`src/lfd_pkg.sv`:
```
package lfd_pkg;

    // ------------------------------------------------------------
    // Register map, byte addresses
    // ------------------------------------------------------------
    localparam int ADDR_W = 8;
    localparam logic [7:0] ADDR_ALPHA = 8'h00;
    localparam logic [7:0] ADDR_BETA = 8'h04;
    localparam logic [7:0] ADDR_GAMMA = 8'h08;
    localparam logic [7:0] ADDR_DELTA = 8'h0C;
    localparam logic [7:0] ADDR_FB_INT = 8'h10;
    localparam logic [7:0] ADDR_FB_FRAC = 8'h14;
    localparam logic [7:0] ADDR_STATUS = 8'h18;
    localparam logic [7:0] ADDR_EXPS = 8'h1C;
    localparam logic [7:0] ADDR_RATIO_INT = 8'h20;
    localparam logic [7:0] ADDR_RATIO_FRAC = 8'h24;

    // ------------------------------------------------------------
    // Field positions and widths
    // ------------------------------------------------------------
    localparam int ALPHA_MANT_LSB = 0;
    localparam int ALPHA_MANT_W = 16;
    localparam int ALPHA_SHIFT_LSB = 16;
    localparam int ALPHA_SHIFT_W = 6;
    localparam int ALPHA_FGAIN_LSB = 22;
    localparam int ALPHA_FGAIN_W = 3;
    localparam int ALPHA_BGAIN_LSB = 25;
    localparam int ALPHA_BGAIN_W = 4;
    localparam int BG_MANT_W = 17;
    localparam int DELTA_MANT_W = 15;
    localparam int COEF_EXP_LSB = 24;
    localparam int COEF_EXP_W = 5;
    localparam int FB_INT_W = 20;
    localparam int FB_FRAC_W = 10;
    localparam int FB_NUM_LSB = 0;
    localparam int FB_DEN_LSB = 16;
    localparam int STAT_BUSY_BIT = 0;
    localparam int STAT_DEN_ZERO_BIT = 1;
    localparam int STAT_VALID_BIT = 2;

    // ------------------------------------------------------------
    // Write masks and reset values
    // ------------------------------------------------------------
    localparam logic [31:0] ALPHA_MASK = 32'h1FFF_FFFF;
    localparam logic [31:0] BG_MASK = 32'h1F01_FFFF;
    localparam logic [31:0] DELTA_MASK = 32'h1F00_7FFF;
    localparam logic [31:0] FB_INT_MASK = 32'h000F_FFFF;
    localparam logic [31:0] FB_FRAC_MASK = 32'h03FF_03FF;
    localparam logic [31:0] COEF_RST = 32'h0000_0001;
    localparam logic [31:0] FB_INT_RST = 32'h0000_0000;
    localparam logic [31:0] FB_FRAC_RST = 32'h0001_0000;

    // ------------------------------------------------------------
    // Decoding constants
    // ------------------------------------------------------------
    localparam int ALPHA_BASE = 16;
    localparam int BETA_BASE = 17;
    localparam int GAMMA_BASE = 17;
    localparam int DELTA_BASE = 15;
    localparam logic [20:0] DIV_INT_OFFSET = 21'h00_0001;
    localparam int FRAC_W = 24;
    localparam int RATIO_INT_W = 22;
    localparam int MANT_OUT_W = 18;
    localparam int EXP_OUT_W = 8;

    // ------------------------------------------------------------
    // Carriers
    // ------------------------------------------------------------
    typedef struct packed {
        logic signed [MANT_OUT_W-1:0] mant;
        logic signed [EXP_OUT_W-1:0] exp;
    } lfd_coef_t;

    typedef struct packed {
        logic [RATIO_INT_W-1:0] int_part;
        logic [FRAC_W-1:0] frac_part;
    } lfd_ratio_t;

endpackage

```
`src/lfd_coef_dec.sv`:
```
module lfd_coef_dec #(
    parameter int MANT_W = 17,
    parameter int EXP_W = 5,
    parameter int BASE = 17,
    parameter bit NEGATE = 1'b1
) (
    // Clock and reset
    input wire logic pclk,
    input wire logic presetn,
    // Stored fields
    input wire logic [MANT_W-1:0] mant,
    input wire logic [EXP_W-1:0] expf,
    // Effective coefficient
    output lfd_pkg::lfd_coef_t coef
);

    wire logic signed [lfd_pkg::MANT_OUT_W-1:0] mag;
    wire logic signed [lfd_pkg::MANT_OUT_W-1:0] mant_next;
    wire logic signed [lfd_pkg::EXP_OUT_W-1:0] exp_next;

    assign mag = lfd_pkg::MANT_OUT_W'(mant);
    assign mant_next = NEGATE ? -mag : mag;
    assign exp_next = -(lfd_pkg::EXP_OUT_W'(BASE) + lfd_pkg::EXP_OUT_W'(expf));

    always_ff @(posedge pclk or negedge presetn) begin
        if (!presetn) begin
            coef <= '0;
        end else begin
            coef <= '{mant: mant_next, exp: exp_next};
        end
    end

endmodule

```
`src/lfd_frac_div.sv`:
```
module lfd_frac_div #(
    parameter int NUM_W = 10,
    parameter int FRAC_W = 24
) (
    // Clock and reset
    input wire logic pclk,
    input wire logic presetn,
    // Request
    input wire logic start,
    input wire logic [NUM_W-1:0] num,
    input wire logic [NUM_W-1:0] den,
    // Result
    output logic busy,
    output logic done,
    output logic den_zero,
    output logic [NUM_W+FRAC_W-1:0] quot
);

    localparam int Q_W = NUM_W + FRAC_W;
    localparam int CNT_W = $clog2(Q_W + 1);

    logic [Q_W-1:0] dvd_reg;
    logic [NUM_W:0] rem_reg;
    logic [NUM_W-1:0] den_reg;
    logic [NUM_W-1:0] num_reg;
    logic [CNT_W-1:0] cnt_reg;

    wire logic [NUM_W:0] rem_shift;
    wire logic fits;
    wire logic [NUM_W:0] rem_sub;
    wire logic [Q_W+NUM_W-1:0] check_val;
    wire logic [Q_W+NUM_W-1:0] check_ref;

    assign rem_shift = {rem_reg[NUM_W-1:0], dvd_reg[Q_W-1]};
    assign fits = rem_shift >= {1'b0, den_reg};
    assign rem_sub = fits ? rem_shift - {1'b0, den_reg} : rem_shift;
    assign check_val = (Q_W+NUM_W)'(quot) * (Q_W+NUM_W)'(den_reg) + (Q_W+NUM_W)'(rem_reg);
    assign check_ref = (Q_W+NUM_W)'({num_reg, {FRAC_W{1'b0}}});

    // ------------------------------------------------------------
    // Restoring long division of num * 2^FRAC_W by den
    // ------------------------------------------------------------
    always_ff @(posedge pclk or negedge presetn) begin
        if (!presetn) begin
            dvd_reg <= '0;
            rem_reg <= '0;
            den_reg <= '0;
            num_reg <= '0;
            cnt_reg <= '0;
            quot <= '0;
            busy <= 1'b0;
            done <= 1'b0;
            den_zero <= 1'b0;
        end else if (start) begin
            dvd_reg <= {num, {FRAC_W{1'b0}}};
            rem_reg <= '0;
            den_reg <= den;
            num_reg <= num;
            cnt_reg <= CNT_W'(Q_W);
            quot <= '0;
            busy <= (den != '0);
            done <= (den == '0);
            den_zero <= (den == '0);
        end else if (busy) begin
            dvd_reg <= {dvd_reg[Q_W-2:0], 1'b0};
            rem_reg <= rem_sub;
            quot <= {quot[Q_W-2:0], fits};
            cnt_reg <= cnt_reg - 1'b1;
            busy <= (cnt_reg != CNT_W'(1));
            done <= (cnt_reg == CNT_W'(1));
        end else begin
            done <= 1'b0;
        end
    end

    a_div_exact: assert property (@(posedge pclk) disable iff (!presetn)
        done && !den_zero |-> check_val == check_ref)
        else $error("Fraction quotient does not match numerator over denominator.");

    a_div_bounded: assert property (@(posedge pclk) disable iff (!presetn)
        start |-> ##[1:40] done)
        else $error("Fraction division did not finish in time.");

endmodule

```
`src/lfd_top.sv`:
```
// Summary of operation
// - Alpha is its unsigned mantissa times 2 to the minus 16 minus shift plus both gains.
// - The shift moves the binary point left; front gain scales input, back gain output.
// - Beta magnitude is its mantissa times 2 to the minus 17 minus the beta exponent field.
// - Gamma magnitude is its mantissa times 2 to the minus 17 minus the gamma exponent field.
// - Beta and gamma are stored as positive magnitudes and handed to the core as negatives.
// - The feedback ratio is the stored integer plus one plus numerator over denominator.
//
// The APB register port and the register addresses were decided locally.
module lfd_top #(
    parameter int NUM_W = 10
) (
    // Clock and reset
    input wire logic pclk,
    input wire logic presetn,
    // APB slave
    input wire logic psel,
    input wire logic penable,
    input wire logic pwrite,
    input wire logic [lfd_pkg::ADDR_W-1:0] paddr,
    input wire logic [31:0] pwdata,
    output logic [31:0] prdata,
    output logic pready,
    output logic pslverr,
    // Effective coefficients for the loop filter core
    output lfd_pkg::lfd_coef_t alpha_coef,
    output lfd_pkg::lfd_coef_t beta_coef,
    output lfd_pkg::lfd_coef_t gamma_coef,
    output lfd_pkg::lfd_coef_t delta_coef,
    // Effective feedback divide ratio
    output lfd_pkg::lfd_ratio_t div_ratio,
    output logic ratio_valid
);

    localparam int Q_W = NUM_W + lfd_pkg::FRAC_W;
    localparam int RATIO_W = lfd_pkg::RATIO_INT_W + lfd_pkg::FRAC_W;

    function automatic logic addr_is(input logic [lfd_pkg::ADDR_W-1:0] a,
                                     input logic [7:0] off);
        addr_is = (a == off);
    endfunction

    // ------------------------------------------------------------
    // Register storage
    // ------------------------------------------------------------
    logic [31:0] alpha_reg;
    logic [31:0] beta_reg;
    logic [31:0] gamma_reg;
    logic [31:0] delta_reg;
    logic [31:0] fb_int_reg;
    logic [31:0] fb_frac_reg;
    logic start_reg;

    // ------------------------------------------------------------
    // APB decode
    // ------------------------------------------------------------
    wire logic setup;
    wire logic wr_en;
    wire logic sel_alpha;
    wire logic sel_beta;
    wire logic sel_gamma;
    wire logic sel_delta;
    wire logic sel_fb_int;
    wire logic sel_fb_frac;
    wire logic sel_status;
    wire logic sel_exps;
    wire logic sel_rint;
    wire logic sel_rfrac;
    wire logic addr_hit;
    wire logic [31:0] rd_data;
    wire logic [31:0] status_word;
    wire logic [31:0] exps_word;

    assign setup = psel && !penable;
    assign wr_en = psel && penable && pready && pwrite;
    assign sel_alpha = addr_is(paddr, lfd_pkg::ADDR_ALPHA);
    assign sel_beta = addr_is(paddr, lfd_pkg::ADDR_BETA);
    assign sel_gamma = addr_is(paddr, lfd_pkg::ADDR_GAMMA);
    assign sel_delta = addr_is(paddr, lfd_pkg::ADDR_DELTA);
    assign sel_fb_int = addr_is(paddr, lfd_pkg::ADDR_FB_INT);
    assign sel_fb_frac = addr_is(paddr, lfd_pkg::ADDR_FB_FRAC);
    assign sel_status = addr_is(paddr, lfd_pkg::ADDR_STATUS);
    assign sel_exps = addr_is(paddr, lfd_pkg::ADDR_EXPS);
    assign sel_rint = addr_is(paddr, lfd_pkg::ADDR_RATIO_INT);
    assign sel_rfrac = addr_is(paddr, lfd_pkg::ADDR_RATIO_FRAC);
    assign addr_hit = sel_alpha || sel_beta || sel_gamma || sel_delta || sel_fb_int
        || sel_fb_frac || sel_status || sel_exps || sel_rint || sel_rfrac;

    // ------------------------------------------------------------
    // Divider status
    // ------------------------------------------------------------
    wire logic div_busy;
    wire logic div_done;
    wire logic div_den_zero;
    wire logic [Q_W-1:0] div_quot;

    assign status_word = {29'h0000_0000, ratio_valid, div_den_zero, div_busy};
    assign exps_word = {alpha_coef.exp, beta_coef.exp, gamma_coef.exp, delta_coef.exp};

    assign rd_data = sel_alpha ? alpha_reg :
                     sel_beta ? beta_reg :
                     sel_gamma ? gamma_reg :
                     sel_delta ? delta_reg :
                     sel_fb_int ? fb_int_reg :
                     sel_fb_frac ? fb_frac_reg :
                     sel_status ? status_word :
                     sel_exps ? exps_word :
                     sel_rint ? 32'(div_ratio.int_part) :
                     sel_rfrac ? 32'(div_ratio.frac_part) :
                     32'h0000_0000;

    // ------------------------------------------------------------
    // APB answer: one wait-free access phase after each setup
    // ------------------------------------------------------------
    always_ff @(posedge pclk or negedge presetn) begin
        if (!presetn) begin
            pready <= 1'b0;
            pslverr <= 1'b0;
            prdata <= 32'h0000_0000;
        end else begin
            pready <= setup;
            pslverr <= setup && !addr_hit;
            prdata <= (setup && !pwrite) ? rd_data : 32'h0000_0000;
        end
    end

    // ------------------------------------------------------------
    // Field registers
    // ------------------------------------------------------------
    always_ff @(posedge pclk or negedge presetn) begin
        if (!presetn) begin
            alpha_reg <= lfd_pkg::COEF_RST;
            beta_reg <= lfd_pkg::COEF_RST;
            gamma_reg <= lfd_pkg::COEF_RST;
            delta_reg <= lfd_pkg::COEF_RST;
            fb_int_reg <= lfd_pkg::FB_INT_RST;
            fb_frac_reg <= lfd_pkg::FB_FRAC_RST;
        end else if (wr_en) begin
            if (sel_alpha) begin
                alpha_reg <= pwdata & lfd_pkg::ALPHA_MASK;
            end
            if (sel_beta) begin
                beta_reg <= pwdata & lfd_pkg::BG_MASK;
            end
            if (sel_gamma) begin
                gamma_reg <= pwdata & lfd_pkg::BG_MASK;
            end
            if (sel_delta) begin
                delta_reg <= pwdata & lfd_pkg::DELTA_MASK;
            end
            if (sel_fb_int) begin
                fb_int_reg <= pwdata & lfd_pkg::FB_INT_MASK;
            end
            if (sel_fb_frac) begin
                fb_frac_reg <= pwdata & lfd_pkg::FB_FRAC_MASK;
            end
        end
    end

    // ------------------------------------------------------------
    // Alpha decode
    // ------------------------------------------------------------
    wire logic [lfd_pkg::ALPHA_MANT_W-1:0] a_mant;
    wire logic [lfd_pkg::ALPHA_SHIFT_W-1:0] a_shift;
    wire logic [lfd_pkg::ALPHA_FGAIN_W-1:0] a_fgain;
    wire logic [lfd_pkg::ALPHA_BGAIN_W-1:0] a_bgain;
    wire logic signed [lfd_pkg::EXP_OUT_W-1:0] a_exp_next;

    assign a_mant = alpha_reg[lfd_pkg::ALPHA_MANT_LSB +: lfd_pkg::ALPHA_MANT_W];
    assign a_shift = alpha_reg[lfd_pkg::ALPHA_SHIFT_LSB +: lfd_pkg::ALPHA_SHIFT_W];
    assign a_fgain = alpha_reg[lfd_pkg::ALPHA_FGAIN_LSB +: lfd_pkg::ALPHA_FGAIN_W];
    assign a_bgain = alpha_reg[lfd_pkg::ALPHA_BGAIN_LSB +: lfd_pkg::ALPHA_BGAIN_W];
    // The mantissa is a 16-bit fraction; the shift lowers the exponent, both gains raise it.
    assign a_exp_next = -lfd_pkg::EXP_OUT_W'(lfd_pkg::ALPHA_BASE)
        - lfd_pkg::EXP_OUT_W'(a_shift)
        + lfd_pkg::EXP_OUT_W'(a_fgain)
        + lfd_pkg::EXP_OUT_W'(a_bgain);

    always_ff @(posedge pclk or negedge presetn) begin
        if (!presetn) begin
            alpha_coef <= '0;
        end else begin
            alpha_coef <= '{mant: lfd_pkg::MANT_OUT_W'(a_mant), exp: a_exp_next};
        end
    end

    // ------------------------------------------------------------
    // Beta, gamma and delta decode
    // ------------------------------------------------------------
    lfd_coef_dec #(
        .MANT_W(lfd_pkg::BG_MANT_W),
        .EXP_W(lfd_pkg::COEF_EXP_W),
        .BASE(lfd_pkg::BETA_BASE),
        .NEGATE(1'b1)
    ) u_beta (
        .pclk(pclk),
        .presetn(presetn),
        .mant(beta_reg[lfd_pkg::BG_MANT_W-1:0]),
        .expf(beta_reg[lfd_pkg::COEF_EXP_LSB +: lfd_pkg::COEF_EXP_W]),
        .coef(beta_coef)
    );

    lfd_coef_dec #(
        .MANT_W(lfd_pkg::BG_MANT_W),
        .EXP_W(lfd_pkg::COEF_EXP_W),
        .BASE(lfd_pkg::GAMMA_BASE),
        .NEGATE(1'b1)
    ) u_gamma (
        .pclk(pclk),
        .presetn(presetn),
        .mant(gamma_reg[lfd_pkg::BG_MANT_W-1:0]),
        .expf(gamma_reg[lfd_pkg::COEF_EXP_LSB +: lfd_pkg::COEF_EXP_W]),
        .coef(gamma_coef)
    );

    lfd_coef_dec #(
        .MANT_W(lfd_pkg::DELTA_MANT_W),
        .EXP_W(lfd_pkg::COEF_EXP_W),
        .BASE(lfd_pkg::DELTA_BASE),
        .NEGATE(1'b0)
    ) u_delta (
        .pclk(pclk),
        .presetn(presetn),
        .mant(delta_reg[lfd_pkg::DELTA_MANT_W-1:0]),
        .expf(delta_reg[lfd_pkg::COEF_EXP_LSB +: lfd_pkg::COEF_EXP_W]),
        .coef(delta_coef)
    );

    // ------------------------------------------------------------
    // Feedback ratio
    // ------------------------------------------------------------
    wire logic fb_write;
    wire logic [20:0] int_eff;
    wire logic [RATIO_W-1:0] ratio_sum;

    assign fb_write = wr_en && (sel_fb_int || sel_fb_frac);
    assign int_eff = 21'(fb_int_reg[lfd_pkg::FB_INT_W-1:0]) + lfd_pkg::DIV_INT_OFFSET;
    assign ratio_sum = {1'b0, int_eff, {lfd_pkg::FRAC_W{1'b0}}} + RATIO_W'(div_quot);

    always_ff @(posedge pclk or negedge presetn) begin
        if (!presetn) begin
            start_reg <= 1'b1;
            div_ratio <= '0;
            ratio_valid <= 1'b0;
        end else begin
            start_reg <= fb_write;
            if (start_reg) begin
                ratio_valid <= 1'b0;
            end else if (div_done) begin
                div_ratio <= ratio_sum;
                ratio_valid <= 1'b1;
            end
        end
    end

    lfd_frac_div #(
        .NUM_W(NUM_W),
        .FRAC_W(lfd_pkg::FRAC_W)
    ) u_div (
        .pclk(pclk),
        .presetn(presetn),
        .start(start_reg),
        .num(fb_frac_reg[lfd_pkg::FB_NUM_LSB +: NUM_W]),
        .den(fb_frac_reg[lfd_pkg::FB_DEN_LSB +: NUM_W]),
        .busy(div_busy),
        .done(div_done),
        .den_zero(div_den_zero),
        .quot(div_quot)
    );

    // ------------------------------------------------------------
    // Checks
    // ------------------------------------------------------------
    a_alpha_exp: assert property (@(posedge pclk) disable iff (!presetn)
        $stable(alpha_reg) |=> alpha_coef.exp == -8'sd16 - $signed({2'b00, $past(a_shift)})
            + $signed({5'b00000, $past(a_fgain)}) + $signed({4'b0000, $past(a_bgain)}))
        else $error("Alpha exponent does not follow its fields.");

    a_alpha_write: assert property (@(posedge pclk) disable iff (!presetn)
        wr_en && sel_alpha |-> ##2 alpha_coef.mant == $signed({2'b00, $past(pwdata[15:0], 2)})
            && alpha_coef.exp == -8'sd16 - $signed({2'b00, $past(pwdata[21:16], 2)})
            + $signed({5'b00000, $past(pwdata[24:22], 2)})
            + $signed({4'b0000, $past(pwdata[28:25], 2)}))
        else $error("Alpha write did not reach the coefficient in two cycles.");

    a_beta_exp: assert property (@(posedge pclk) disable iff (!presetn)
        wr_en && sel_beta |-> ##2
            beta_coef.exp == -8'sd17 - $signed({3'b000, $past(pwdata[28:24], 2)}))
        else $error("Beta exponent wrong.");

    a_gamma_exp: assert property (@(posedge pclk) disable iff (!presetn)
        wr_en && sel_gamma |-> ##2
            gamma_coef.exp == -8'sd17 - $signed({3'b000, $past(pwdata[28:24], 2)}))
        else $error("Gamma exponent wrong.");

    a_bg_sign: assert property (@(posedge pclk) disable iff (!presetn)
        ##1 $stable(beta_reg) && $stable(gamma_reg) |=>
            beta_coef.mant == -$signed({1'b0, $past(beta_reg[16:0])})
            && gamma_coef.mant == -$signed({1'b0, $past(gamma_reg[16:0])}))
        else $error("Beta or gamma not applied as a negative value.");

    a_delta_exp: assert property (@(posedge pclk) disable iff (!presetn)
        wr_en && sel_delta |-> ##2
            delta_coef.exp == -8'sd15 - $signed({3'b000, $past(pwdata[28:24], 2)})
            && delta_coef.mant == $signed({3'b000, $past(pwdata[14:0], 2)}))
        else $error("Delta decode wrong.");

    a_ratio_int: assert property (@(posedge pclk) disable iff (!presetn)
        $rose(ratio_valid) && div_quot == '0 |->
            div_ratio.int_part == 22'(fb_int_reg[19:0]) + 22'h00_0001)
        else $error("Integer divide ratio is not the stored value plus one.");

    a_apb_ready: assert property (@(posedge pclk) disable iff (!presetn)
        setup |=> pready ##1 !pready)
        else $error("APB access phase is not exactly one cycle.");

endmodule

```
`config.mk`:
```
export PLATFORM = sky130hd
export DESIGN_NAME = lfd_top
export DESIGN_NICKNAME = d
export VERILOG_FILES = /design/src/lfd_pkg.sv /design/src/lfd_coef_dec.sv /design/src/lfd_frac_div.sv /design/src/lfd_top.sv
export SDC_FILE = /design/constraint.sdc
export NUM_CORES = 1
export LEC_CHECK = 0
export BUFFER_PORTS_ARGS = -buffer_cell sky130_fd_sc_hd__buf_2
export CORE_ASPECT_RATIO = 0.5
export CORE_MARGIN = 2
export CORE_UTILIZATION = 50
export DETAILED_ROUTE_END_ITERATION = 6
export GPL_ROUTABILITY_DRIVEN = 1
export PLACE_DENSITY = 0.69
export SYNTH_ARGS = -nofsm -noshare
export SYNTH_HDL_FRONTEND = slang
export SYNTH_SLANG_ARGS = --single-unit
```
`constraint.sdc`:
```
create_clock -name pclk -period 5.5 [get_ports pclk]
set_clock_uncertainty 0.05 [all_clocks]
set_input_delay 1.375 -clock pclk [delete_from_list [all_inputs] [get_ports pclk]]
set_output_delay 1.375 -clock pclk [all_outputs]
set_load 0.05 [all_outputs]
```
==> Yosys cells after proc, flatten, opt, wreduce, memory -nomap -nowiden <==
Cells that the tools add are included.
{ "word_totals": {"wordCells": 115, "latch_bits": 0, "inputBits": 45, "out_inout_bits": 185, "mem_count": 0, "romBits": 0, "ff_bits": 411, "mem_bits_rw": 0} }
{ "op_classes": {"bitwise": 1, "n_addsub": 15, "eq_ne": 11, "mul": 0, "div": 0, "reduce_logical": 32, "order_cmp": 1, "mux": 26, "shifts": 0} }
{ "op_table": {"columns": ["operator", "count"], "rows": [
  ["two-way mux 32 bit", 9],
  ["two-way mux 34 bit", 4],
  ["two-way mux 24 bit", 2],
  ["adder 45 x 34 -> 46 bit", 1],
  ["negation 17 -> 18 bit", 2],
  ["== test 8 x 5 -> 1 bit (second input constant)", 4],
  ["two-way mux 10 bit", 3],
  ["negation 8 bit", 3],
  ["adder 20 x 1 -> 21 bit (second input constant)", 1],
  ["== test 8 x 4 -> 1 bit (second input constant)", 2],
  ["== test 8 x 6 -> 1 bit (second input constant)", 2],
  ["AND reduction 2 bit", 7],
  ["adder 5 x 5 -> 6 bit (first input constant)", 2],
  ["two-way mux 6 bit", 2],
  ["greater-or-equal comparator 11 x 10 -> 1 bit", 1],
  ["logical NOT 10 bit", 1],
  ["logical OR 1 bit", 10],
  ["nonzero test 10 bit", 1],
  ["subtractor 10 bit", 1],
  ["adder 8 x 3 -> 8 bit", 1],
  ["adder 8 x 4 -> 8 bit", 1],
  ["== test 8 x 3 -> 1 bit (second input constant)", 1],
  ["logical NOT 8 bit", 1],
  ["subtractor 5 x 7 -> 8 bit (first input constant)", 1],
  ["9 further kinds", 23]
]} }

==> Longest topological paths before layout <==
Gate-level depths: netlist of run 1.
{ "logic_depth": {"word_depth": 12, "mapped_depth": 13} }

==> Cells and area by module <==
A second synthesis of run 1 with hierarchy kept.
{ "hier_totals": {"hier_cells": 1556, "hier_area_um2": 17538.1} }
{ "by_module_without_submodules": {"columns": ["mod", "cells_per_inst", "area_per_inst_um2", "seq_area_each_um2", "n_inst"], "rows": [
  ["lfd_top", 1014, 11378.4, 5988.2, 1],
  ["lfd_frac_div", 353, 3579.7, 1826.8, 1],
  ["lfd_coef_dec (u_beta ...)", 76, 965.9, 625.6, 2],
  ["lfd_coef_dec (u_delta)", 37, 648.1, 550.5, 1]
]} }

==> Worst setup path before layout of run 1 <==
OpenSTA, ideal clock, no wires.
{ "synth_path": {"kind": "input-to-reg", "startpoint": "input port paddr[2] in the netlist's numbering", "endpoint": "register alpha_reg[18]", "setup_slack_ns": 2.283, "t_arrival_ns": 3.042, "setup_ns": 0.125, "cell_stages": 8, "required_ns": 5.325, "n_path_buf": 3, "path_cell_list": "clkbuf_1 > inv_1 > nand2_1 > nor3_1 > nand2_1 > buf_2 > buf_1 > mux2_2"} }
{ "synth_via": {"elab_chain_len": 2} }
{ "synth_lines": {"columns": ["element", "line_no", "rtl"], "rows": [
  ["start, declared", "lfd_top.sv:20", "input wire logic [lfd_pkg::ADDR_W-1:0] paddr,"],
  ["logical NOT 8 bit", "lfd_top.sv:40", "addr_is = (a == off);"],
  ["AND reduction 2 bit (no line)", null, null],
  ["end signal, assigned", "lfd_top.sv:132", "alpha_reg <= lfd_pkg::COEF_RST;"],
  ["end signal, assigned", "lfd_top.sv:140", "alpha_reg <= pwdata & lfd_pkg::ALPHA_MASK;"],
  ["end, declared", "lfd_top.sv:46", "logic [31:0] alpha_reg;"]
]} }
No other way between the ends.
A chain may end at the register's enable or synchronous reset.

==> Final worst setup path of run 1 <==
{ "layout_path": {"startpoint": "input port paddr[4] in the netlist's numbering", "endpoint": "register gamma_reg[12]"} }
{ "layout_via": {"elab_chain_len": 2} }
{ "layout_lines": {"columns": ["element", "line_no", "rtl"], "rows": [
  ["== test 8 x 4 -> 1 bit", "lfd_top.sv:40", null],
  ["AND reduction 2 bit (no line)", null, null],
  ["end signal, assigned", "lfd_top.sv:134", "gamma_reg <= lfd_pkg::COEF_RST;"],
  ["end signal, assigned", "lfd_top.sv:146", "gamma_reg <= pwdata & lfd_pkg::BG_MASK;"],
  ["end, declared", "lfd_top.sv:48", "logic [31:0] gamma_reg;"]
]} }
No other way between the ends.

==> results of run 1 <==
==> placed cells by master (no fill, tap or decap), types with 6 or more instances in the layout <==
cell | Yosys | final
clkbuf_16 | 0 | 37
mux2i_1 | 53 | 53
o221ai_1 | 8 | 8
dfstp_2 | 6 | 6
mux2_2 | 157 | 157
nand3_1 | 30 | 30
xnor2_1 | 54 | 54
buf_4 | 5 | 25
a21oi_1 | 74 | 74
o21bai_1 | 6 | 6
a211oi_1 | 13 | 13
a221oi_1 | 9 | 9
buf_2 | 10 | 220
o21ai_0 | 87 | 87
nand2b_1 | 15 | 14
conb_1 | 2 | 11
xor2_1 | 32 | 32
or3_1 | 8 | 8
o211ai_1 | 6 | 6
o22ai_1 | 11 | 11
nor3_1 | 31 | 29
clkbuf_1 | 46 | 9
a22oi_1 | 29 | 29
clkbuf_8 | 2 | 6
a31oi_1 | 12 | 12
dfrtp_1 | 381 | 380
o31ai_1 | 6 | 6
nor4_1 | 13 | 13
and3_1 | 9 | 9
o21a_1 | 8 | 8
nand2_1 | 128 | 128
inv_1 | 59 | 59
nor2b_1 | 6 | 6
nor2_1 | 128 | 127
ha_1 | 41 | 41
nand4_1 | 7 | 7
==> Yosys cell counts (7+ instances only) <==
master    number
mux2i_1       53
mux2_2       157
clkbuf_1      46
o22ai_1       11
or3_1          8
nand2b_1      15
o221ai_1       8
nor4_1        13
o21a_1         8
o21ai_0       87
xnor2_1       54
xor2_1        32
nand4_1        7
a21oi_1       74
and3_1         9
buf_2         10
a22oi_1       29
a211oi_1      13
nand2_1      128
nor2_1       128
nor3_1        31
inv_1         59
buf_1         16
dfrtp_1      381
a221oi_1       9
nand3_1       30
a31oi_1       12
ha_1          41
==> area by class of cell <==
type	count	area (um^2)	share of cell area (%)
tap	475	594.3	2.867
antenna	2	5.005	0.02415
timing repair buffer	249	1364	6.580
clock buffer	52	1042	5.029
inverter	59	221.5	1.069
multi-input combinational	1073	7644	36.88
sequential	387	9693	46.77
clock inverter	11	162.7	0.7848
==> through the flow <==
step           hold slack [ns]  area (um^2)  utilization, %  power (mW)  setup WS (ns)
2_1_floorplan           0.3139        17900               -       3.465          2.283
3_3_place_gp            0.3264        19520           56.03       3.675         0.7753
3_5_place_dp            0.3285        19520           56.03       3.681         0.8076
4_1_cts                 0.3410        20720           59.49       6.268          1.357
5_1_grt                 0.3548        20730           59.50       6.463          1.076
6_report                0.3355        20730           59.50       6.232          1.251
==> layer usage <==
layer	global-route usage, %	vias up	wire length (um)
li1	-	6048	-
met4	7.753	0	1263
met2	41.92	519	22980
met3	5.908	91	4117
met1	38.78	6721	22340
met5	0	-	0
==> worst paths after layout <==
kind                       cells past startpoint                    endpoint
max                                            8   gamma_reg[12]$_DFFE_PN0P_
min                                            0    alpha_coef[15]$_DFF_PN0_
max reg2reg                                   12   div_ratio[42]$_DFFE_PN0P_
min reg2reg                                    0    alpha_coef[15]$_DFF_PN0_
max in group asynchronous                      2  u_delta.coef[22]$_DFF_PN0_
min in group asynchronous                      1   u_div.quot[7]$_DFFE_PN0P_
==> power by group <==
group	switching, mW	internal, mW
combinational	0.427	0.243
sequential	0.0497	2.91
clock	1.10	1.51
==> kinds of logic after synthesis <==
group	after synthesis	synth area share, %
AOI/OAI and AO/OA	305	10.82
muxes	210	12.87
and+or+nand+nor	414	11.08
adders and majority gates	47	3.488
xor gates and xnor gates	86	4.216
DFF	387	54.25
buffers and inverters	139	3.243
other	2	0.04204
==> flow_summary_export.csv, run 1 <==
group,metric,value,unit
drt,drtIter0Drc,1285,
global_route,grt_use_total,27.14,%
critical_path,critPathCaptureType,"flop",
drt,via_per_inst,5.797,
power_and_ir_drop,powerDensity,300.7,mW/mm^2
sta,slew_headroom,14.58,%
critical_path,path_cells,"buf_2 -> nor4_1 -> buf_4 -> nand2_1 -> buf_4 -> nor2_1 -> nand2_1 -> mux2_2",
critical_path,crit_fanout,22,
clock_network,clk_pin_slew_worst_paths,0.07,ns
yosys,synthTopCellsByArea,"dfrtp_1, mux2_2, mux2i_1",
sta,max_freq,235.4,MHz
placement,place_inst,2243,
clock_network,cts-root-buf,"clkbuf_16",
global_route,grt_pass1_wl,76660,um
flow_run,maxCapViolations,0,
floorplanning,fp.coreArea,0.03483,mm^2
sta,min_period,4.249,ns
floorplanning,rows,48,
floorplanning,dieArea,0.03735,mm^2
drt,dr.pass1.iters,6,
yosys,synth_cell_type_count,74,
placement,place_hpwl,37130,um
power_and_ir_drop,leakagePower,10.18,nW
yosys,ys_async_sr_fraction,100.0,%
sta,maxSlewViolCount,0,
min_path,worstHoldPathType,"flop to flop",
global_route,grt_max_degree,116,
drt,ant_nets,0,
critical_path,slowest_delay,0.94,ns
yosys,synth_edf_count,0,
finish,drive_gt1_share,26.43,%
global_route,grt_overflow,0,
clock_network,cts_tree,"yes",
sta,rsz0062_at_grt,"no",
sta,finalHoldViolations,0,
critical_path,crit_start,"paddr[4]",
floorplanning,die_x,271.3,um
critical_path,crit_type,"input port to flop",
yosys,synthCells,1590,
critical_path,path_delay_family,"simple AND/OR/NAND/NOR gates",
clock_network,cts_max_path_buffers,3,
clock_network,cts_hold_buffers,0,
critical_path,critPathLaunchType,"input port",
clock_network,post-cts-setup-buffers,0,
finish,regMostFlops,"div_ratio",
placement,place.gp.congestion,0.9842,
floorplanning,die_h,137.7,um
yosys,synth.cell_area,0.01787,mm^2
yosys,yosys.area.top_type,"dfrtp_1",
finish,num-fill-cells,2960,
clock_network,numCtsBuffers,36,
critical_path,rrSetupSlack,2.09,ns
yosys,synth_top_area_share,53.37,%
clock_network,cts_resized,0,
critical_path,critPathSlowestCell,"nand2_1",
clock_network,cts_sinks,387,
sta,fin_crit_sh,77.25,%
drt,wirelength,50700,um
placement,io_buffers,221,
drt,num_vias,13379,
critical_path,critPathArrivalTime,4.61,ns
power_and_ir_drop,ir_worst_vdd,0.2317,mV
floorplanning,initial_core_util,51.29,%
critical_path,cp_num_buf_inv,3,
finish,largest_reg_flops,46,
yosys,postSynthAreaPerCell,11.24,um^2
clock_network,h-tree-depth,2,
finish,area_delta_synth_final,16.01,%
finish,fin_nets,1897,
yosys,synth-seq-cells,387,
sta,finalSetupTns,0,ns
critical_path,worstPathRequired,5.86,ns
finish,final_cells,2308,
clock_network,clock_latency,0.53,ns
finish,top_regs,"div_ratio (46), u_div.quot (34), prdata (32)",
yosys,ys_seq_area_share,54.25,%
run_status,status,"finished clean",
global_route,grt_pass1_vias,12807,
global_route,antenna_found_initial,2,
sta,finalSetupViolCount,0,
drt,drc,0,
min_path,worstHoldStart,"alpha_reg[7]$_DFFE_PN0P_",
critical_path,r2r-start,"fb_int_reg[2]$_DFFE_PN0P_",
yosys,yosys_warnings,0,
yosys,synth_flop_cell,"dfrtp_1",
sta,worst_pin_slew,1.278,ns
floorplanning,boundaryPins,230,
drt,wl_per_cell,21.97,um
No activity file was read; power rests on OpenSTA's default activity.
==> run 2: changes to the inputs <==
clock period = 4 ns   (was 5.5 ns; I/O delays follow)
==> run 2 against run 1 <==
Against the previous run: sequential share of layout area down 0.46 points; global-route usage grew 0.69 points; worst setup slack worse by 0.62 ns; cell count increased by 0.61%; flip-flop and latch count stayed put; die area did not move; final area is 0.98% higher; via count is 0.95% higher; count of clock-buffer cells in the layout increased by 2; wire length up 2.5%; clock power increased by 42%; hold slack better by 0.014 ns.
==> flow_summary_export.csv, run 2 (same netlist as run 1, synthesis figures left out) <==
group,metric,value,unit
drt,dr.pass1.iters,5,
critical_path,crit_fanout,8,
sta,max_freq,297.2,MHz
clock_network,cts_hold_buffers,0,
drt,num_vias,13506,
run_status,status,"finished clean",
critical_path,rrSetupSlack,0.63,ns
global_route,grt_overflow,0,
clock_network,cts_max_path_buffers,3,
finish,final_util,60.09,%
critical_path,crit_type,"flop to flop",
sta,finalSetupViolCount,0,
power_and_ir_drop,ir_worst_vdd,0.2554,mV
critical_path,worstPathRequired,4.35,ns
global_route,grt_use_met3,6.239,%
power_and_ir_drop,leakagePower,10.31,nW
critical_path,critPathCaptureType,"flop",
clock_network,cts_tree,"yes",
critical_path,critPathArrivalTime,3.71,ns
power_and_ir_drop,powerDensity,415.5,mW/mm^2
sta,hold_ws,0.3492,ns
floorplanning,initial_core_util,51.29,%
floorplanning,die_x,271.3,um
sta,worst_pin_slew,0.8682,ns
drt,ant_nets,0,
sta,maxSlewViolCount,0,
global_route,antenna_found_initial,0,
global_route,grt_max_degree,86,
clock_network,clock_latency,0.54,ns
global_route,grt_use_total,27.83,%
clock_network,cts_resized,0,
clock_network,post-cts-setup-buffers,0,
placement,place.gp.congestion,0.9551,
finish,final_cells,2322,
floorplanning,dieArea,0.03735,mm^2
min_path,worstHoldPathType,"flop to flop",
finish,largest_reg_flops,46,
global_route,grt_util_met1,39.00,%
drt,via_per_inst,5.817,
clock_network,numCtsBuffers,37,
clock_network,h-tree-depth,2,
sta,slew_headroom,41.59,%
clock_network,clk_pin_slew_worst_paths,0.06,ns
finish,final_common_cell,"dfrtp_1",
placement,io_buffers,221,
finish,top_regs,"div_ratio (46), u_div.quot (34), prdata (32)",
finish,final_cell_mix,"dfrtp_1, buf_2, mux2_2, nand2_1, nor2_1",
sta,finalHoldViolations,0,
flow_run,maxCapViolations,0,
floorplanning,boundaryPins,230,
global_route,grt.busiest_layer,"met2",
critical_path,cpMostUsedCell,"nand2_1",
finish,area_delta_synth_final,17.15,%
global_route,grt_pass1_wl,78450,um
critical_path,critPathSlowestCell,"dfrtp_1",
global_route,met2_usage,43.78,%
finish,multiInputGateArea,0.007650,mm^2
clock_network,cts_sinks,387,
finish,fin_nets,1911,
sta,finalSetupTns,0,ns
drt,wirelength,51970,um
global_route,grt_pass1_vias,13034,
finish,diodes,0,
finish,num-fill-cells,2966,
floorplanning,die_h,137.7,um
placement,place_inst,2256,
drt,drc,0,
critical_path,path_cells,"nand2_1 -> nor2_2 -> nand3_1 -> xnor2_1 -> ha_1 -> a21oi_1 -> nand2_1 -> o2111a_1 -> o21ai_2 -> a211oi_1 -> a311oi_1 -> o31ai_1",
clock_network,cts-root-buf,"clkbuf_16",
sta,fin_crit_sh,84.13,%
sta,min_period,3.365,ns
floorplanning,rows,48,
drt,wl_per_cell,22.38,um
sta,rsz0062_at_grt,"no",
floorplanning,fp.coreArea,0.03483,mm^2
drt,drtIter0Drc,1281,
critical_path,slowest_delay,0.50,ns
finish,regMostFlops,"div_ratio",
placement,place_hpwl,37930,um
finish,drive_gt1_share,27.18,%
critical_path,critPathLaunchType,"flop",
finish,seq_area,0.009693,mm^2
-- run 2: cell types whose count changed in the layout (fill, tap and decap cells not counted), moves of 2 or more --
cell,before,now
clkbuf_8,6,8
buf_4,25,35
clkinvlp_4,3,1
buf_12,3,6
diode_2,2,0
-- run 2: final cells by class --
type | instances | area share, %
inverters | 59 | 1.058
clock buffers | 54 | 5.213
flip-flops and latches | 387 | 46.31
multi-input cells | 1073 | 36.55
well taps | 475 | 2.840
repair buffers | 262 | 7.162
clock inverters | 12 | 0.8668
-- run 2: power by group --
group | switching, mW | total, mW | internal (mW)
combinational | 0.589 | 0.928 | 0.339
sequential | 0.0674 | 4.06 | 4.00
clock | 1.54 | 3.70 | 2.17
-- run 2: worst paths after layout --
| check | start | end | depth (start not counted) |
|---|---|---|---|
| setup / recovery | fb_int_reg[1]$_DFFE_PN0P_ | div_ratio[36]$_DFFE_PN0P_ | 12 |
| hold / removal | alpha_reg[4]$_DFFE_PN0P_ | alpha_coef[12]$_DFF_PN0_ | 0 |
| setup reg to reg | fb_int_reg[1]$_DFFE_PN0P_ | div_ratio[36]$_DFFE_PN0P_ | 12 |
| hold reg to reg | alpha_reg[4]$_DFFE_PN0P_ | alpha_coef[12]$_DFF_PN0_ | 0 |
| max in group asynchronous | presetn | prdata[25]$_DFF_PN0_ | 2 |
| min in group asynchronous | presetn | div_ratio[5]$_DFFE_PN0P_ | 1 |
-- run 2: metal layers --
metal,vias to the layer above,share of wire (%)
li1,6084,-
met1,6792,44
met2,530,46
met3,100,8.0
met4,0,2.4
met5,-,0
-- run 2: critical path, delay by kind of cell (launching register included) --
kind | cells | cell delay [ns]
and+or+nand+nor | 4 | 0.90
DFF | 1 | 0.50
AOI/OAI and AO/OA | 6 | 1.27
xor gates and xnor gates | 1 | 0.23
adders and majority gates | 1 | 0.29
-- run 2: stage by stage --
stage,setup WS [ns],total power [mW],cell area (um^2)
floorplan,1.158,4.764,17900
detailed placement,0.6054,5.068,19660
finish,0.6347,8.696,20930
global route,0.4178,9.023,20930
global placement,0.6534,5.059,19660
CTS,0.7167,8.766,20930
==> run 3: changes to the inputs <==
ABC_AREA = 1   (was unset)
clock period = 3.25 ns   (was 4 ns; I/O delays follow)
==> run 3 against run 2 <==
Against the previous run: combinational power decreased by 43%; highest routed layer unchanged; largest power group unchanged; critical path type unchanged; die area is 2.1% lower; count of clock-buffer cells in the layout fell by 5; clock power increased by 13%.
==> flow_summary_export.csv, run 3 <==
group,metric,value,unit
critical_path,reg2reg_to,"div_ratio[43]$_DFFE_PN0P_",
finish,diodes,0,
power_and_ir_drop,p_seq_share,51.3,%
yosys,synthCells,1961,
drt,ant_nets,0,
placement,place_hpwl,39230,um
clock_network,post-cts-setup-buffers,0,
run_status,status,"finished clean",
sta,maxSlewViolCount,0,
critical_path,slowest_delay,0.52,ns
yosys,synth_most_common_cell,"nand2_1",
sta,finalSetupTns,0,ns
power_and_ir_drop,powerDensity,470.7,mW/mm^2
critical_path,crit_cells,17,
finish,regMostFlops,"div_ratio",
sta,finalHoldViolations,0,
clock_network,h-tree-depth,2,
finish,area_delta_synth_final,16.97,%
placement,place.gp.congestion,0.9423,
critical_path,crit_start,"fb_int_reg[4]$_DFFE_PN0P_",
global_route,grt_pass1_vias,13724,
clock_network,cts_sinks,387,
placement,place_inst,2636,
sta,worst_pin_slew,0.6876,ns
critical_path,crit_fanout,6,
clock_network,cts_hold_buffers,0,
critical_path,worstPathRequired,3.63,ns
yosys,synth-seq-cells,387,
critical_path,critPathSlowestCell,"dfrtp_1",
min_path,worstHoldPathType,"input port to async pin",
critical_path,critPathArrivalTime,3.33,ns
power_and_ir_drop,p_int,7.310,mW
global_route,grt_pass1_wl,80160,um
clock_network,cts_max_path_buffers,3,
finish,top_regs,"div_ratio (46), u_div.quot (34), prdata (32)",
critical_path,cp_num_buf_inv,1,
drt,drc,0,
yosys,synth.cell_area,0.01748,mm^2
critical_path,rr_worst_depth,17,
critical_path,r2r-start,"fb_int_reg[4]$_DFFE_PN0P_",
floorplanning,initial_core_util,50.70,%
floorplanning,boundaryPins,230,
finish,drive_gt1_share,16.40,%
floorplanning,dieArea,0.03656,mm^2
power_and_ir_drop,switchingPower,2.313,mW
critical_path,crit_type,"flop to flop",
drt,dr.pass1.iters,5,
sta,finalSetupViolCount,0,
yosys,synth_flop_cell,"dfrtp_1",
clock_network,cts_tree,"yes",
yosys,synthTopCellsByArea,"dfrtp_1, nand2_1, o21ai_0",
sta,rsz0062_at_grt,"no",
global_route,grt_use_total,29.09,%
yosys,ys_seq_area_share,55.45,%
yosys,synth_top_area_share,54.55,%
floorplanning,fp.coreArea,0.03447,mm^2
sta,fin_crit_sh,90.81,%
drt,num_vias,14632,
critical_path,cpMostUsedCell,"nand2_1",
yosys,yosys_warnings,0,
clock_network,cts_resized,0,
flow_run,maxCapViolations,0,
floorplanning,rows,48,
critical_path,path_cells,"nand2_2 -> nor2_4 -> nand2_2 -> xor2_1 -> ha_1 -> nand2_1 -> inv_1 -> a21oi_1 -> nand2_1 -> nor2_1 -> nor2_1 -> nor2_1 -> nor2_4 -> nand2_1 -> nand2_1 -> nand3_1 -> nand2_1",
floorplanning,die_h,136.2,um
clock_network,numCtsBuffers,36,
global_route,grt_max_degree,68,
power_and_ir_drop,combPwrFrac,5.5,%
critical_path,rrSetupSlack,0.30,ns
drt,via_per_inst,5.419,
drt,drtIter0Drc,1492,
global_route,antenna_found_initial,1,
critical_path,critPathCaptureType,"flop",
critical_path,crit_end,"div_ratio[43]$_DFFE_PN0P_",
global_route,grt_overflow,0,
finish,fin_nets,2290,
sta,max_freq,338.8,MHz
clock_network,cts-root-buf,"clkbuf_16",
yosys,yosys-top-cells-count,"nand2_1, dfrtp_1, o21ai_0",
floorplanning,die_x,268.4,um
clock_network,clk_pin_slew_worst_paths,0.07,ns
finish,final_cell_mix,"nand2_1, dfrtp_1, o21ai_0, inv_1, buf_2",
drt,wirelength,52500,um
finish,final_cells,2700,
power_and_ir_drop,switching_share,24.04,%
finish,largest_reg_flops,46,
yosys,yosys.area.top_type,"dfrtp_1",
finish,num-fill-cells,3086,
yosys,synth_edf_count,0,
critical_path,critPathLaunchType,"flop",
sta,min_period,2.951,ns
yosys,synth_cell_type_count,48,
power_and_ir_drop,ir_worst_vdd,0.2579,mV
yosys,postSynthAreaPerCell,8.913,um^2
drt,wl_per_cell,19.44,um
finish,final_common_cell,"nand2_1",
critical_path,path_delay_family,"simple AND/OR/NAND/NOR gates",
placement,io_buffers,221,
yosys,ys_async_sr_fraction,100.0,%
power_and_ir_drop,leakagePower,10.37,nW
clock_network,clock_latency,0.55,ns
sta,slew_headroom,54.11,%
power_and_ir_drop,power.share.clock,43.3,%
==> run 3: worst min-delay path by stage <==
stage,to,startpoint,slack (ns),cells past startpoint
6_report,div_ratio[6]$_DFFE_PN0P_,presetn,0.20,1
5_1_grt,div_ratio[12]$_DFFE_PN0P_,presetn,0.24,1
2_1_floorplan,alpha_coef[10]$_DFF_PN0_,alpha_reg[2]$_DFFE_PN0P_,0.32,0
3_5_place_dp,alpha_coef[19]$_DFF_PN0_,alpha_reg[11]$_DFFE_PN0P_,0.33,0
3_3_place_gp,alpha_coef[22]$_DFF_PN0_,alpha_reg[14]$_DFFE_PN0P_,0.33,0
4_1_cts,u_div.quot[9]$_DFFE_PN0P_,presetn,0.22,1
==> run 3: area by class of cell <==
type / instances / area, um^2 / area share [%]
tap: 475 / 594.3 / 2.907
sequential: 387 / 9692 / 47.41
clock buffer: 49 / 1021 / 4.994
multi-input combinational: 1275 / 6630 / 32.43
clock inverter: 15 / 116.4 / 0.5692
timing repair buffer: 269 / 1526 / 7.467
inverter: 230 / 863.3 / 4.223
==> run 3: power groups by stage <==
stage / Combinational, mW / Sequential, mW / Clock [mW]
floorplan: 0.167 / 5.13 / 0
global placement: 0.523 / 5.02 / 0
detailed placement: 0.531 / 5.02 / 0
CTS: 0.533 / 4.93 / 4.22
global route: 0.580 / 4.94 / 4.42
finish: 0.525 / 4.93 / 4.17
==> run 3: per-layer routing <==
metal  wire length, um  track usage [%]
met5                 0                0
met4              1138            7.500
met3              4113            4.727
met2             22820            42.79
met1             24430            44.72
==> run 3: through the flow <==
step / power [mW] / util [%] / hold slack, ns / setup slack [ns] / area [um^2]
6_report: 9.624 / 59.30 / 0.1983 / 0.2986 / 20440
5_1_grt: 9.941 / 59.30 / 0.2366 / 0.01718 / 20440
4_1_cts: 9.686 / 59.30 / 0.2215 / 0.3678 / 20440
3_5_place_dp: 5.553 / 56.00 / 0.3295 / 0.2114 / 19310
3_3_place_gp: 5.543 / 56.00 / 0.3285 / 0.2816 / 19310
2_1_floorplan: 5.297 / - / 0.3193 / 0.6573 / 17510
==> run 3: kinds of logic after synthesis <==
family	count (synthesis)	share of synthesized area, %
and+or+nand+nor	739	17.47
AOI/OAI and AO/OA	403	12.85
DFF	387	55.45
buffers and inverters	308	6.822
xor gates and xnor gates	76	3.851
adders and majority gates	46	3.508
other	2	0.04297
